**config.mk**
```make
export PLATFORM = sky130hd
export DESIGN_NAME = sadc_control
export DESIGN_NICKNAME = d
export VERILOG_FILES = /design/src/sadc_pkg.sv /design/src/sadc_control.sv
export VERILOG_INCLUDE_DIRS = /design/src
export SDC_FILE = /design/constraint.sdc
export NUM_CORES = 1
export LEC_CHECK = 0
export BUFFER_PORTS_ARGS = -buffer_cell sky130_fd_sc_hd__buf_2
export CORE_MARGIN = 3
export CORE_UTILIZATION = 25
export DETAILED_ROUTE_END_ITERATION = 10
export PLACE_DENSITY_LB_ADDON = 0.15
export SYNTH_ARGS = -nofsm -noshare
export SYNTH_HDL_FRONTEND = slang
export SYNTH_SLANG_ARGS = --single-unit
```
**constraint.sdc**
```tcl
create_clock -name mclk -period 2.6 [get_ports mclk]
set_clock_uncertainty 0.1 [all_clocks]
set_input_delay 0.52 -clock mclk [delete_from_list [all_inputs] [get_ports mclk]]
set_output_delay 0.52 -clock mclk [all_outputs]
set_load 0.02 [all_outputs]
```
**src/sadc_defs.svh**
```systemverilog
// Register offsets, field positions, reset values and channel codes of the slope converter control.
`ifndef SADC_DEFS_SVH
`define SADC_DEFS_SVH
// Register addresses are word indices; the byte address on the bus is four times the index.
`define SADC_CTRL0_ADDR    8'h1F
`define SADC_CTRL1_ADDR    8'h9F
`define SADC_SLEEP_ADDR    8'hA0
`define SADC_TIMER_ADDR    8'hA4
`define SADC_CAPT_ADDR     8'hA8
`define SADC_STAT_ADDR     8'hAC
`define SADC_MASK_ADDR     8'hB0
`define SADC_CTRL0_RESET   8'h02
`define SADC_CTRL1_RESET   8'h00
`define SADC_SLEEP_RESET   8'h00
`define SADC_CTRL0_WMASK   8'hF7
`define SADC_CHAN_MSB      7
`define SADC_CHAN_LSB      4
`define SADC_MUXOE_BIT     2
`define SADC_STOP_BIT      1
`define SADC_ZERO_BIT      0
`define SADC_RAMP_MSB      7
`define SADC_RAMP_LSB      4
`define SADC_PORTD_MSB     3
`define SADC_PORTD_LSB     2
`define SADC_PORTA_MSB     1
`define SADC_PORTA_LSB     0
`define SADC_BGOFF_BIT     5
`define SADC_LEVEL_SHIFT_DISABLE_BIT     4
`define SADC_CHAN_BANDGAP  4'h4
`define SADC_CHAN_SHIFT1   4'h1
`define SADC_CHAN_SHIFT2   4'hB
`define SADC_CHAN_LASTUSED 4'hD
`define SADC_TIMER_RESET   16'h0000
`endif

```
**src/sadc_pkg.sv**
```systemverilog
// Types shared by the slope converter control.
package sadc_pkg;
	typedef enum logic [1:0] {
		SADC_IDLE = 2'b01,
		SADC_DATA = 2'b10
	} sadc_bus_type;
endpackage

```
**src/sadc_control.sv**
```systemverilog
// Slope converter control registers, conversion timer, capture and interrupt over AHB-Lite.
//
// Overview of operation
// - Two control registers at 1Fh and 9Fh, both readable and writable.
// - Control zero bits 7..4 select the multiplexer channel.
// - Control zero bit 3 is unimplemented and reads zero.
// - Bit 2 set drives the mux output onto port A bit 0, overriding direction.
// - Bit 1 set halts timer and discharges ramp; resets to one.
// - Bit 0 set enables zeroing on the two level-shifted inputs.
// - Control one bits 7..4 select ramp current; resets to zero, source off.
// - Control one bits 3..2 configure port D, bits 1..0 configure port A.
// - Code 00 all analog, 01 top pin digital, 10 top two, 11 all digital.
// - N-bit conversion takes 2^N oscillator periods, one timer step each.
// - Zeroing switches level-shift paths to present a zero-current condition.
// - Filter switch closed while sampling, opened automatically while zeroing.
// - Bandgap enabled only while sleep bit 5 is clear; it is channel 4.
// - Level shifters active while sleep bit 4 is zero, disabled when one.
// - 16-bit timer increments every clock while bit 1 is clear; reset clears it to zero.
// - Falling comparator output while bit 1 is clear captures the timer and sets the capture flag.
// - Channel codes 0000..1101 are used; 1110 and 1111 are reserved.
`include "sadc_defs.svh"
module sadc_control #(
	parameter int TIMER_WIDTH = 16
) (
	// Clock and reset.
	input  wire logic                   mclk,
	input  wire logic                   rst,
	// AHB-Lite slave.
	input  wire logic                   hsel,
	input  wire logic [31:0]            haddr,
	input  wire logic [1:0]             htrans,
	input  wire logic                   hwrite,
	input  wire logic [2:0]             hsize,
	input  wire logic [31:0]            hwdata,
	input  wire logic                   hready,
	output logic      [31:0]            hrdata,
	output logic                        hreadyout,
	output logic                        hresp,
	// Analog front end.
	input  wire logic                   comparatorOut,
	output logic      [3:0]             channelSelect,
	output logic                        reservedChannel,
	output logic                        muxPinOutputEnable,
	output logic                        rampDischarge,
	output logic      [3:0]             rampCurrentSelect,
	output logic                        zeroSwitchEnable,
	output logic                        filterSwitchClosed,
	output logic                        bandgapEnable,
	output logic                        levelShiftEnable,
	output logic      [3:0]             portAAnalog,
	output logic      [3:0]             portDAnalog,
	// Interrupt.
	output logic                        irq
);

	// ****************************************************************
	// Bus slave.
	// ****************************************************************
	sadc_pkg::sadc_bus_type busState;
	logic [7:0] latchedAddr;
	logic       latchedWrite;
	logic       addrPhase;
	logic       writeNow;
	logic [7:0] ctrlZero;
	logic [7:0] ctrlOne;
	logic [7:0] sleepControl;
	logic [TIMER_WIDTH-1:0] conversionTimer;
	logic [TIMER_WIDTH-1:0] captureRegister;
	logic [1:0] status;
	logic [1:0] mask;
	logic       comparatorLast;
	logic       captureEvent;
	logic       overflowEvent;
	logic [31:0] next_hrdata;

	assign addrPhase = hsel && hready && htrans[1];
	assign writeNow = (busState == sadc_pkg::SADC_DATA) && latchedWrite;

	always_ff @(posedge mclk) begin
		if (rst) begin
			busState <= sadc_pkg::SADC_IDLE;
			latchedAddr <= 8'h00;
			latchedWrite <= 1'b0;
		end else begin
			busState <= addrPhase ? sadc_pkg::SADC_DATA : sadc_pkg::SADC_IDLE;
			if (addrPhase) begin
				// Each register is one word, so the index sits above the byte lane bits.
				latchedAddr <= haddr[9:2];
				latchedWrite <= hwrite;
			end
		end
	end

	// Zero wait states: every answer is OKAY and ready.
	always_ff @(posedge mclk) begin
		if (rst) begin
			hreadyout <= 1'b1;
			hresp <= 1'b0;
		end else begin
			hreadyout <= 1'b1;
			hresp <= 1'b0;
		end
	end

	// Read data is prepared in the address phase and stands in the data phase.
	always_comb begin
		next_hrdata = 32'h0000_0000;
		if (addrPhase && !hwrite) begin
			unique case (haddr[9:2])
				`SADC_CTRL0_ADDR: next_hrdata = {24'h00_0000, ctrlZero & `SADC_CTRL0_WMASK};
				`SADC_CTRL1_ADDR: next_hrdata = {24'h00_0000, ctrlOne};
				`SADC_SLEEP_ADDR: next_hrdata = {24'h00_0000, sleepControl};
				`SADC_TIMER_ADDR: next_hrdata = 32'(conversionTimer);
				`SADC_CAPT_ADDR:  next_hrdata = 32'(captureRegister);
				`SADC_STAT_ADDR:  next_hrdata = {30'h0000_0000, status};
				`SADC_MASK_ADDR:  next_hrdata = {30'h0000_0000, mask};
				default:          next_hrdata = 32'h0000_0000;
			endcase
		end
	end

	always_ff @(posedge mclk) begin
		if (rst) begin
			hrdata <= 32'h0000_0000;
		end else begin
			hrdata <= next_hrdata;
		end
	end

	// ****************************************************************
	// Control registers.
	// ****************************************************************
	always_ff @(posedge mclk) begin
		if (rst) begin
			ctrlZero <= `SADC_CTRL0_RESET;
		end else if (writeNow && latchedAddr == `SADC_CTRL0_ADDR) begin
			ctrlZero <= hwdata[7:0] & `SADC_CTRL0_WMASK;
		end
	end

	always_ff @(posedge mclk) begin
		if (rst) begin
			ctrlOne <= `SADC_CTRL1_RESET;
		end else if (writeNow && latchedAddr == `SADC_CTRL1_ADDR) begin
			ctrlOne <= hwdata[7:0];
		end
	end

	always_ff @(posedge mclk) begin
		if (rst) begin
			sleepControl <= `SADC_SLEEP_RESET;
		end else if (writeNow && latchedAddr == `SADC_SLEEP_ADDR) begin
			sleepControl <= hwdata[7:0];
		end
	end

	always_ff @(posedge mclk) begin
		if (rst) begin
			mask <= 2'h0;
		end else if (writeNow && latchedAddr == `SADC_MASK_ADDR) begin
			mask <= hwdata[1:0];
		end
	end

	// ****************************************************************
	// Timer and capture.
	// ****************************************************************
	assign captureEvent = comparatorLast && !comparatorOut && !ctrlZero[`SADC_STOP_BIT];
	// A timer write in the wrapping cycle replaces the count, so it is no overflow.
	assign overflowEvent = !ctrlZero[`SADC_STOP_BIT] && (&conversionTimer) &&
		!(writeNow && latchedAddr == `SADC_TIMER_ADDR);

	always_ff @(posedge mclk) begin
		if (rst) begin
			comparatorLast <= 1'b0;
		end else begin
			comparatorLast <= comparatorOut;
		end
	end

	// Timer counts one step per clock while running, so N bits take 2^N cycles.
	always_ff @(posedge mclk) begin
		if (rst) begin
			conversionTimer <= TIMER_WIDTH'(`SADC_TIMER_RESET);
		end else if (writeNow && latchedAddr == `SADC_TIMER_ADDR) begin
			conversionTimer <= hwdata[TIMER_WIDTH-1:0];
		end else if (!ctrlZero[`SADC_STOP_BIT]) begin
			conversionTimer <= conversionTimer + 1'b1;
		end
	end

	always_ff @(posedge mclk) begin
		if (rst) begin
			captureRegister <= TIMER_WIDTH'(`SADC_TIMER_RESET);
		end else if (captureEvent) begin
			captureRegister <= conversionTimer;
		end else if (writeNow && latchedAddr == `SADC_CAPT_ADDR) begin
			captureRegister <= hwdata[TIMER_WIDTH-1:0];
		end
	end

	// ****************************************************************
	// Interrupt status: bit 0 capture, bit 1 overflow; set wins over clear.
	// ****************************************************************
	logic [1:0] clearBits;
	logic [1:0] setBits;
	assign clearBits = (writeNow && latchedAddr == `SADC_STAT_ADDR) ? hwdata[1:0] : 2'h0;
	assign setBits = {overflowEvent, captureEvent};

	always_ff @(posedge mclk) begin
		if (rst) begin
			status <= 2'h0;
		end else begin
			status <= (status & ~clearBits) | setBits;
		end
	end

	always_ff @(posedge mclk) begin
		if (rst) begin
			irq <= 1'b0;
		end else begin
			irq <= |(((status & ~clearBits) | setBits) & mask);
		end
	end

	// ****************************************************************
	// Analog controls, each registered from the control and sleep registers.
	// ****************************************************************
	logic [7:0] next_ctrlZero;
	logic [7:0] next_ctrlOne;
	logic [7:0] next_sleep;
	assign next_ctrlZero = (writeNow && latchedAddr == `SADC_CTRL0_ADDR) ?
		(hwdata[7:0] & `SADC_CTRL0_WMASK) : ctrlZero;
	assign next_ctrlOne = (writeNow && latchedAddr == `SADC_CTRL1_ADDR) ? hwdata[7:0] : ctrlOne;
	assign next_sleep = (writeNow && latchedAddr == `SADC_SLEEP_ADDR) ? hwdata[7:0] : sleepControl;

	always_ff @(posedge mclk) begin
		if (rst) begin
			channelSelect <= 4'(`SADC_CTRL0_RESET >> `SADC_CHAN_LSB);
			reservedChannel <= 1'b0;
			muxPinOutputEnable <= 1'b0;
			rampDischarge <= 1'b1;
			zeroSwitchEnable <= 1'b0;
			filterSwitchClosed <= 1'b0;
		end else begin
			channelSelect <= next_ctrlZero[`SADC_CHAN_MSB:`SADC_CHAN_LSB];
			reservedChannel <= next_ctrlZero[`SADC_CHAN_MSB:`SADC_CHAN_LSB] >
				`SADC_CHAN_LASTUSED;
			muxPinOutputEnable <= next_ctrlZero[`SADC_MUXOE_BIT];
			rampDischarge <= next_ctrlZero[`SADC_STOP_BIT];
			zeroSwitchEnable <= next_ctrlZero[`SADC_ZERO_BIT];
			filterSwitchClosed <= !next_ctrlZero[`SADC_ZERO_BIT] &&
				!next_ctrlZero[`SADC_STOP_BIT];
		end
	end

	always_ff @(posedge mclk) begin
		if (rst) begin
			rampCurrentSelect <= 4'h0;
			bandgapEnable <= 1'b1;
			levelShiftEnable <= 1'b1;
		end else begin
			rampCurrentSelect <= next_ctrlOne[`SADC_RAMP_MSB:`SADC_RAMP_LSB];
			bandgapEnable <= !next_sleep[`SADC_BGOFF_BIT];
			levelShiftEnable <= !next_sleep[`SADC_LEVEL_SHIFT_DISABLE_BIT];
		end
	end

	// Code k makes the top k pins digital; code 3 makes all four digital.
	genvar pin;
	generate
		for (pin = 0; pin < 4; pin++) begin : g_port
			always_ff @(posedge mclk) begin
				if (rst) begin
					portAAnalog[pin] <= 1'b1;
					portDAnalog[pin] <= 1'b1;
				end else begin
					portAAnalog[pin] <= (next_ctrlOne[`SADC_PORTA_MSB:`SADC_PORTA_LSB] == 2'h3) ? 1'b0 :
						(pin < 4 - next_ctrlOne[`SADC_PORTA_MSB:`SADC_PORTA_LSB]);
					portDAnalog[pin] <= (next_ctrlOne[`SADC_PORTD_MSB:`SADC_PORTD_LSB] == 2'h3) ? 1'b0 :
						(pin < 4 - next_ctrlOne[`SADC_PORTD_MSB:`SADC_PORTD_LSB]);
				end
			end
		end
	endgenerate

	// ****************************************************************
	// Assertions.
	// ****************************************************************
	a_bit3_reads_zero: assert property (@(posedge mclk) disable iff (rst)
		!ctrlZero[3]) else $error("Control zero bit 3 stored a one.");
	a_timer_halts: assert property (@(posedge mclk) disable iff (rst)
		ctrlZero[`SADC_STOP_BIT] && !writeNow |=> $stable(conversionTimer))
		else $error("Timer moved while stopped.");
	a_timer_counts: assert property (@(posedge mclk) disable iff (rst)
		!ctrlZero[`SADC_STOP_BIT] && !writeNow |=> conversionTimer == $past(conversionTimer) + 1'b1)
		else $error("Timer did not step by one.");
	a_capture_value: assert property (@(posedge mclk) disable iff (rst)
		captureEvent |=> captureRegister == $past(conversionTimer) && status[0])
		else $error("Capture missed timer value or flag.");
	a_filter_open: assert property (@(posedge mclk) disable iff (rst)
		zeroSwitchEnable |-> !filterSwitchClosed) else $error("Filter switch closed while zeroing.");
	a_ctrl_follows: assert property (@(posedge mclk) disable iff (rst)
		busState == sadc_pkg::SADC_DATA ##0 1'b1 |=> channelSelect == ctrlZero[7:4])
		else $error("Channel select does not follow control zero.");
	a_portd_all: assert property (@(posedge mclk) disable iff (rst)
		ctrlOne[3:2] == 2'h0 ##1 ctrlOne[3:2] == 2'h0 |-> portDAnalog == 4'hF)
		else $error("Port D code 00 not all analog.");
	a_bandgap_off: assert property (@(posedge mclk) disable iff (rst)
		sleepControl[5] ##1 sleepControl[5] |-> !bandgapEnable) else $error("Bandgap on while disabled.");

	// ****************************************************************
	// Bus, timer and interrupt assertions.
	// ****************************************************************
	a_bus_okay: assert property (@(posedge mclk) disable iff (rst)
		hreadyout && !hresp) else $error("Slave left ready or OKAY.");
	a_ctrl0_read: assert property (@(posedge mclk) disable iff (rst)
		busState == sadc_pkg::SADC_DATA && !latchedWrite &&
		latchedAddr == `SADC_CTRL0_ADDR |-> !hrdata[3])
		else $error("Control zero bit 3 read as one.");
	a_ctrl0_store: assert property (@(posedge mclk) disable iff (rst)
		writeNow && latchedAddr == `SADC_CTRL0_ADDR |=> !ctrlZero[3] && ctrlZero[7:4] == $past(hwdata[7:4]))
		else $error("Control zero write stored the wrong bits.");
	a_ctrl1_store: assert property (@(posedge mclk) disable iff (rst)
		writeNow && latchedAddr == `SADC_CTRL1_ADDR |=> ctrlOne == $past(hwdata[7:0]))
		else $error("Control one write not stored.");
	a_capture_hold: assert property (@(posedge mclk) disable iff (rst)
		!captureEvent && !writeNow |=> $stable(captureRegister))
		else $error("Capture register moved without an event.");
	a_overflow_flag: assert property (@(posedge mclk) disable iff (rst)
		overflowEvent |=> status[1])
		else $error("Overflow did not set its status bit.");
	a_irq_level: assert property (@(posedge mclk) disable iff (rst)
		|(status & mask) && !writeNow |=> irq)
		else $error("Interrupt low with an unmasked flag set.");
	a_irq_quiet: assert property (@(posedge mclk) disable iff (rst)
		status == 2'h0 && setBits == 2'h0 |=> !irq)
		else $error("Interrupt high with no flag set.");

	// ****************************************************************
	// Analog control assertions.
	// ****************************************************************
	a_mux_enable: assert property (@(posedge mclk) disable iff (rst)
		muxPinOutputEnable == ctrlZero[`SADC_MUXOE_BIT])
		else $error("Mux pin enable differs from its control bit.");
	a_ramp_discharge: assert property (@(posedge mclk) disable iff (rst)
		rampDischarge == ctrlZero[`SADC_STOP_BIT])
		else $error("Ramp discharge differs from the stop bit.");
	a_zero_switch: assert property (@(posedge mclk) disable iff (rst)
		zeroSwitchEnable == ctrlZero[`SADC_ZERO_BIT])
		else $error("Zero switch differs from its control bit.");
	a_filter_closed: assert property (@(posedge mclk) disable iff (rst)
		!ctrlZero[`SADC_ZERO_BIT] && !ctrlZero[`SADC_STOP_BIT] |-> filterSwitchClosed)
		else $error("Filter switch open while sampling.");
	a_reserved_code: assert property (@(posedge mclk) disable iff (rst)
		reservedChannel == (channelSelect > `SADC_CHAN_LASTUSED))
		else $error("Reserved channel flag wrong.");
	a_ramp_current: assert property (@(posedge mclk) disable iff (rst)
		rampCurrentSelect == ctrlOne[`SADC_RAMP_MSB:`SADC_RAMP_LSB])
		else $error("Ramp current differs from control one.");
	a_porta_digital: assert property (@(posedge mclk) disable iff (rst)
		ctrlOne[`SADC_PORTA_MSB:`SADC_PORTA_LSB] == 2'h3 |-> portAAnalog == 4'h0)
		else $error("Port A code 11 not all digital.");
	a_porta_top: assert property (@(posedge mclk) disable iff (rst)
		ctrlOne[`SADC_PORTA_MSB:`SADC_PORTA_LSB] == 2'h1 |-> portAAnalog == 4'h7)
		else $error("Port A code 01 not top pin digital.");
	a_portd_top: assert property (@(posedge mclk) disable iff (rst)
		ctrlOne[`SADC_PORTD_MSB:`SADC_PORTD_LSB] == 2'h2 |-> portDAnalog == 4'h3)
		else $error("Port D code 10 not top two pins digital.");
	a_level_shift: assert property (@(posedge mclk) disable iff (rst)
		levelShiftEnable == !sleepControl[`SADC_LEVEL_SHIFT_DISABLE_BIT])
		else $error("Level shift enable differs from its sleep bit.");
	a_bandgap_on: assert property (@(posedge mclk) disable iff (rst)
		!sleepControl[`SADC_BGOFF_BIT] |-> bandgapEnable)
		else $error("Bandgap off while enabled.");
endmodule

```
Word level (Yosys, flattened, before mapping)
Index checks and enable logic that the tools add are counted.
Widths: inputs -> output; s select.
{ "word_totals": {"inputBits": 75, "elab_cells": 112, "out_inout_bits": 58, "reg_bits": 127} }
{ "classes": {"magnitude_cmp": 9, "reduce_logical": 28, "addsub": 3, "mux": 18, "n_eq_ne": 18, "n_bitwise": 5} }
{ "ops": {"columns": ["operator", "count"], "rows": [
  ["$lt 1x32->1 const A", 4],
  ["$lt 2x32->1 const A", 4],
  ["$pmux 16 s7", 1],
  ["$eq 8x8->1 const B", 12],
  ["$mux 16", 4],
  ["$add 16x1->16 const B", 1],
  ["$eq 8x5->1 const B", 2],
  ["$logic_and 1x1->1", 16],
  ["$mux 8", 2],
  ["$reduce_and 16->1", 1],
  ["$logic_not 1->1", 8],
  ["$mux 1", 8],
  ["$sub 3x2->4 const A", 2],
  ["$eq 2x2->1 const B", 3],
  ["$mux 6", 1],
  ["$and 2x2->2", 2],
  ["$gt 4x4->1 const B", 1],
  ["$mux 2", 2],
  ["$reduce_or 2->1", 2],
  ["$ne 2x1->1 const B", 1],
  ["$not 2->2", 1],
  ["$or 2x2->2", 1],
  ["$reduce_bool 2->1", 1],
  ["$not 1->1", 1]
]} }

Logic depth before layout (Yosys ltp)
Gate-level depths: netlist of the first run.
{ "depth": {"depth_word": 9, "ltp_mapped": 7, "ltp_nobuf": 5} }

Worst setup path before layout of the first run
OpenSTA, ideal clock, no wires.
{ "synth_timing": {"path_type": "input to register", "from": "in haddr[9]", "to": "reg hrdata[0]", "path_buffers": 1, "stages": 5, "required_time_ns": 2.422, "path_slack_ns": 0.547, "t_arrival_ns": 1.875, "setup_ns": 0.078, "path_cell_list": "buf_4 > or4b_4 > or2_2 > or3_1 > a31oi_1"} }
{ "synth_between": {"elab_chain_cells": 2, "elab_cells_between_ends": 8, "cone_classes": "eq/ne: 7; mux: 1"} }
{ "synth_rtl": {"columns": ["element", "line_no", "rtl"], "rows": [
  ["start, declared", "sadc_control.sv:30", "input wire logic [31:0] haddr,"],
  ["$eq 8x8->1 / $eq 8x5->1 (equally long branches)", "sadc_control.sv:109", "unique case (haddr[9:2])"],
  ["$pmux 16 s7 (*)", "sadc_control.sv:109", null],
  ["end signal, assigned", "sadc_control.sv:126", "hrdata <= next_hrdata;"],
  ["end, declared", "sadc_control.sv:36", "output logic [31:0] hrdata,"]
]} }
Every way passes the cells marked *; elsewhere a longest branch is shown, timed or not.
A chain may end at the register's enable or synchronous reset.

Worst setup path after layout of the first run
{ "layout_timing": {"from": "reg latchedAddr[4]", "to": "reg portDAnalog[2]"} }
{ "layout_between": {"elab_chain_cells": 6, "elab_cells_between_ends": 7, "cone_classes": "add/sub: 1; order compare: 1; eq/ne: 2; mux: 2; reduce/logical: 1"} }
{ "layout_rtl": {"columns": ["element", "line_no", "rtl"], "rows": [
  ["start, declared", "sadc_control.sv:60", "logic [7:0] latchedAddr;"],
  ["start signal, assigned", "sadc_control.sv:88", "latchedAddr <= haddr[9:2];"],
  ["$eq 8x8->1 (no line) (*)", null, null],
  ["$logic_and 1x1->1 (no line) (*)", null, null],
  ["$mux 8 (*)", "sadc_control.sv:234", "assign next_ctrlOne = (writeNow && latchedAddr == `SADC_CTRL1_ADDR) ? hwdata[7:0] : ctrlOne;"],
  ["$sub 3x2->4", "sadc_control.sv:281", "(pin < 4 - next_ctrlOne[`SADC_PORTD_MSB:`SADC_PORTD_LSB]);"],
  ["$lt 2x32->1", "sadc_control.sv:281", null],
  ["$mux 1 (*)", "sadc_control.sv:280", "portDAnalog[pin] <= (next_ctrlOne[`SADC_PORTD_MSB:`SADC_PORTD_LSB] == 2'h3) ? 1'b0 :"],
  ["end signal, assigned by index", "sadc_control.sv:280", null],
  ["end, declared", "sadc_control.sv:51", "output logic [3:0] portDAnalog,"]
]} }
Marked as above.

==> flow_metrics.env, run 1 <==
export IMPL_setup_viol=0
export IMPL_synth_area_leaders="dfxtp_1 43%, mux2i_1 8.6%, nor2_1 5.9%"
export IMPL_ys_types=59
export IMPL_final_common_cell="dfxtp_1"
export IMPL_synthFlopType="dfxtp_1"
export IMPL_cts_tree="built"
export IMPL_required_ns=2.74
export IMPL_synth_edf_count=0
export IMPL_final_cell_mix="98 x dfxtp_1, 71 x nor2_1, 70 x buf_2, 39 x mux2i_1, 28 x a211oi_1"
export IMPL_critPathMaxFanout=13
export IMPL_synth_seq_cells=98
export IMPL_synth_largest_area_cell="dfxtp_1"
export IMPL_outcome="completed"
export IMPL_track_usage_pct=13.2
export IMPL_antenna_found_initial=0
export IMPL_synth_top_area_share_pct=43.4
export IMPL_first_global_vias=3635
export IMPL_utilization_pct=30.4
export IMPL_setup_ws_ns=0.525
export IMPL_tightest_slew_ns=0.607
export IMPL_p_leak_uw=0.00195
export IMPL_grt_max_degree=47
export IMPL_cts_num_sinks=98
export IMPL_synthCells=481
export IMPL_cp_slowest_cell="and4_1"
export IMPL_rsz0062_at_grt="false"
export IMPL_insertion_delay_ns=0.35
export IMPL_vias_per_cell=4.76
export IMPL_worstSetupEndpointType="flip-flop"
export IMPL_io_pins=133
export IMPL_syn_area_um2=4520
export IMPL_crit_arrival_ns=2.22
export IMPL_portBuffers=70
export IMPL_critical_path_class="reg2reg"
export IMPL_drt_first_pass_iters=5
export IMPL_min_period_over_period_pct=79.8
export IMPL_fmax_mhz=482
export IMPL_powerDensity_nw_per_um2=585
export IMPL_ys_warn_count=0
export IMPL_post_cts_resized=0
export IMPL_slew_headroom_pct=59.5
export IMPL_cts_setup_buffers=0
export IMPL_syn_area_per_cell_um2=9.39
export IMPL_setup_tns_ns=0
export IMPL_clk_pin_slew_ns=0.08
export IMPL_cts_inserted_buffers=9
export IMPL_diodes=0
export IMPL_crit_chain="and4b_1 -> and4_1 -> mux2i_1 -> or2_2"
export IMPL_drive_above_1_share_pct=23.6
export IMPL_yosysSeqAreaShare_pct=43.4
export IMPL_ctsHoldBuffers=0
export IMPL_core_area_um2=17500
export IMPL_crit_family="simple AND/OR/NAND/NOR gates"
export IMPL_h_tree_depth=3
export IMPL_pre_cts_ws_ns=0.307
export IMPL_dieWidth_um=140
export IMPL_avgRoutedWirePerCell_um=16.7
export IMPL_cp_start_kind="flip-flop"
export IMPL_die_height_um=140
export IMPL_die_area_um2=19700
export IMPL_route_detailed_drc=0
export IMPL_overflow=0
export IMPL_drv_cap=0
export IMPL_gp_congestion=0.761
export IMPL_drt_iter0_drc=268
export IMPL_hold_viol=0
export IMPL_dpl_hpwl_um=8900
export IMPL_grt_pass1_wl_um=20700
export IMPL_syn_to_final_growth_pct=17.6
export IMPL_critPathBufInv=0
export IMPL_finalCriticalPeriod_ns=2.08
export IMPL_via_count=3635
export IMPL_ant_nets=0
export IMPL_ir_drop_uv=278
export IMPL_hold_path_class="in2reg"
export IMPL_num_rows=48
export IMPL_max_stage_delay_ns=0.58
export IMPL_synth_async_reset_ratio_pct=0
export IMPL_fin_nets=610
export IMPL_start_util_pct=25.8
export IMPL_drt_wl_total_um=12700
export IMPL_cts_root_buf="clkbuf_16"
export IMPL_cts_buffer_depth=2
export IMPL_drv_slew=0
==> stage by stage <==
| stage | instance area (um2) | instances | hold slack, ns | total power (uW) |
|---|---|---|---|---|
| floorplan | 4580 | 497 | 0.342 | 1650 |
| global placement | 5000 | 748 | 0.359 | 1700 |
| detailed placement | 5000 | 748 | 0.365 | 1700 |
| CTS | 5310 | 764 | 0.302 | 3160 |
| global route | 5310 | 764 | 0.333 | 3230 |
| finish | 5310 | 764 | 0.324 | 3110 |
==> layer usage <==
metal	share of wire, %	GRT usage (%)
met4	1.1	3.67
met2	47	21.0
met5	0	0
met3	3.6	2.15
met1	49	18.4
==> logic make-up after synthesis <==
group / after synthesis / synth area share, %
and+or+nand+nor: 170 / 20.5
DFF: 98 / 43.4
AOI/OAI and AO/OA: 86 / 14.5
buffers and inverters: 62 / 7.53
muxes: 48 / 10.9
xor gates and xnor gates: 14 / 2.71
other: 2 / 0.166
adders and majority gates: 1 / 0.277
==> cell type report <==
type                            instances  area (um2)
Fill cell                            1843       12200
Clock inverter                          6        76.3
Timing Repair Buffer                   85         463
Inverter                                3        11.3
Sequential cell                        98        1960
Multi-Input combinational cell        337        2280
Tap cell                              225         282
Clock buffer                           10         239
==> Yosys cell counts (3+ instances only) <==
cell type and count:
xor2_1 6, nand2b_1 3, xnor2_1 8, nor3_1 8, a222oi_1 5, a21oi_1 9, mux2_2 9, or2_2 6
mux2i_1 39, dfxtp_1 98, nand2_1 25, and4_1 3, buf_2 5, clkbuf_1 28, a31oi_1 3, nor2b_1 7
nor2_1 71, a22oi_1 8, nand3_1 9, a211oi_1 28, o21ai_0 3, or3_1 5, a22o_1 12, nand4b_1 3
buf_4 25, nand4_1 10
==> worst paths after layout <==
kind / startpoint / to / slack, ns / depth (start not counted)
worst min-delay path: comparatorOut / comparatorLast$_SDFF_PP0_ / 0.32 / 2
worst min register to register: ctrlOne[4]$_SDFFE_PP0P_ / ctrlOne[4]$_SDFFE_PP0P_ / 0.37 / 2
worst max-delay path: latchedAddr[4]$_SDFFE_PP0N_ / portDAnalog[2]$_SDFF_PP1_ / 0.52 / 4
worst max register to register: latchedAddr[4]$_SDFFE_PP0N_ / portDAnalog[2]$_SDFF_PP1_ / 0.52 / 4
==> flip-flops by register name (all words and copies together) (netlist names) <==
signal,cells
captureRegister,16
conversionTimer,16
hrdata,16
ctrlOne,8
latchedAddr,8
sleepControl,8
ctrlZero,7
portAAnalog,3
portDAnalog,3
busState,2
mask,2
status,2
bandgapEnable,1
comparatorLast,1
filterSwitchClosed,1
irq,1
latchedWrite,1
levelShiftEnable,1
reservedChannel,1
==> power breakdown <==
group	internal (uW)	total (uW)	leakage [uW]	switching, uW
clock	795	1440	0.000156	649
sequential	1510	1510	0.000790	7.68
combinational	44.3	149	0.00100	105
total	2340	3110	0.00195	762
No activity file was read; power rests on OpenSTA's default activity.
==> inputs of run 2 (changes only) <==
clock period = 2 ns   (was 2.6 ns; I/O delays follow)
==> flow_metrics.env, run 2 (synthesized netlist as in run 1, its figures left out) <==
export IMPL_vias_per_cell=4.77
export IMPL_finalNonFillerCells=783
export IMPL_diodes=0
export IMPL_avgRoutedWirePerCell_um=16.3
export IMPL_ctsHoldBuffers=0
export IMPL_final_common_cell="dfxtp_1"
export IMPL_fmax_mhz=543
export IMPL_route_detailed_drc=0
export IMPL_drt_wl_total_um=12800
export IMPL_post_cts_resized=0
export IMPL_io_pins=133
export IMPL_rsz0062_at_grt="false"
export IMPL_syn_to_final_growth_pct=20.5
export IMPL_setup_tns_ns=0
export IMPL_grt_max_degree=74
export IMPL_ir_drop_uv=447
export IMPL_portBuffers=70
export IMPL_critical_path_class="reg2reg"
export IMPL_top_regs="captureRegister: 16 flops, conversionTimer: 16 flops, hrdata: 16 flops"
export IMPL_start_util_pct=25.8
export IMPL_first_global_vias=3774
export IMPL_overflow=0
export IMPL_required_ns=2.16
export IMPL_cts_buffer_depth=2
export IMPL_insertion_delay_ns=0.35
export IMPL_dpl_hpwl_um=9100
export IMPL_finalCriticalPeriod_ns=1.84
export IMPL_drv_cap=0
export IMPL_setup_ws_ns=0.158
export IMPL_dieWidth_um=140
export IMPL_setup_viol=0
export IMPL_finalPower_uw=3810
export IMPL_gp_congestion=0.747
export IMPL_track_usage_pct=13.3
export IMPL_drive_above_1_share_pct=26.0
export IMPL_max_stage_delay_ns=0.44
export IMPL_drv_slew=0
export IMPL_pre_cts_ws_ns=-0.102
export IMPL_cts_inserted_buffers=9
export IMPL_h_tree_depth=3
export IMPL_min_period_over_period_pct=92.1
export IMPL_antenna_found_initial=0
export IMPL_fin_nets=630
export IMPL_cp_start_kind="flip-flop"
export IMPL_crit_arrival_ns=2.00
export IMPL_num_rows=48
export IMPL_drt_first_pass_iters=7
export IMPL_cts_tree="built"
export IMPL_cp_slowest_cell="dfxtp_1"
export IMPL_grt_pass1_wl_um=20800
export IMPL_dpl_cell_count=768
export IMPL_die_height_um=140
export IMPL_hold_path_class="in2reg"
export IMPL_place_area_um2=5170
export IMPL_die_area_um2=19700
export IMPL_cts_num_sinks=98
export IMPL_worstSetupEndpointType="flip-flop"
export IMPL_final_cell_mix="98 x dfxtp_1, 71 x nor2_1, 70 x buf_2, 39 x mux2i_1, 33 x buf_4"
export IMPL_cts_root_buf="clkbuf_16"
export IMPL_core_area_um2=17500
export IMPL_via_count=3734
export IMPL_outcome="completed"
export IMPL_drt_iter0_drc=205
export IMPL_crit_chain="ha_1 -> and3b_1 -> nand2_1 -> or3_1 -> a311oi_1"
export IMPL_cts_setup_buffers=0
export IMPL_clk_pin_slew_ns=0.07
export IMPL_hold_viol=0
export IMPL_powerDensity_nw_per_um2=700
export IMPL_critPathBufInv=0
export IMPL_final_cell_area_um2=5440
export IMPL_p_leak_uw=0.00202
export IMPL_crit_family="simple AND/OR/NAND/NOR gates"
export IMPL_critPathMaxFanout=7
export IMPL_ant_nets=0
run 2: per-stage QoR:
step	hold slack, ns	util, %
after CTS	0.178	31.1
after detailed placement	0.358	29.6
after floorplan	0.342	-
after global routing	0.230	31.1
after global placement	0.360	29.6
final	0.192	31.1
run 2: where the power goes:
group	internal, uW	switching, uW	leakage [uW]
Clock	844	794	0.000121
Combinational	67.4	142	0.00110
Sequential	1960	7.36	0.000790
Total	2870	943	0.00202
run 2: final cells by class:
class | count | area (um2)
fillers | 1856 | 12000
multi-input cells | 337 | 2280
flip-flops and latches | 98 | 1960
repair buffers | 105 | 638
well taps | 225 | 282
clock buffers | 10 | 229
clock inverters | 5 | 40.0
inverters | 3 | 11.3
run 2: path summary, 6_finish.rpt:
path                                   start                                to  slack [ns]  cells after the start
min reg2reg          ctrlOne[4]$_SDFFE_PP0P_           ctrlOne[4]$_SDFFE_PP0P_        0.37                      2
min                            comparatorOut         comparatorLast$_SDFF_PP0_        0.19                      2
max          conversionTimer[0]$_SDFFE_PP0P_  conversionTimer[14]$_SDFFE_PP0P_        0.16                      5
max reg2reg  conversionTimer[0]$_SDFFE_PP0P_  conversionTimer[14]$_SDFFE_PP0P_        0.16                      5
run 2: per-layer routing:
| layer | track usage [%] | part of all wire [%] | vias up |
|---|---|---|---|
| met5 | 0 | 0 | - |
| met4 | 6.17 | 2.1 | 0 |
| met3 | 1.67 | 3.1 | 16 |
| met2 | 21.4 | 47 | 76 |
| met1 | 17.6 | 48 | 1801 |
| li1 | - | - | 1841 |
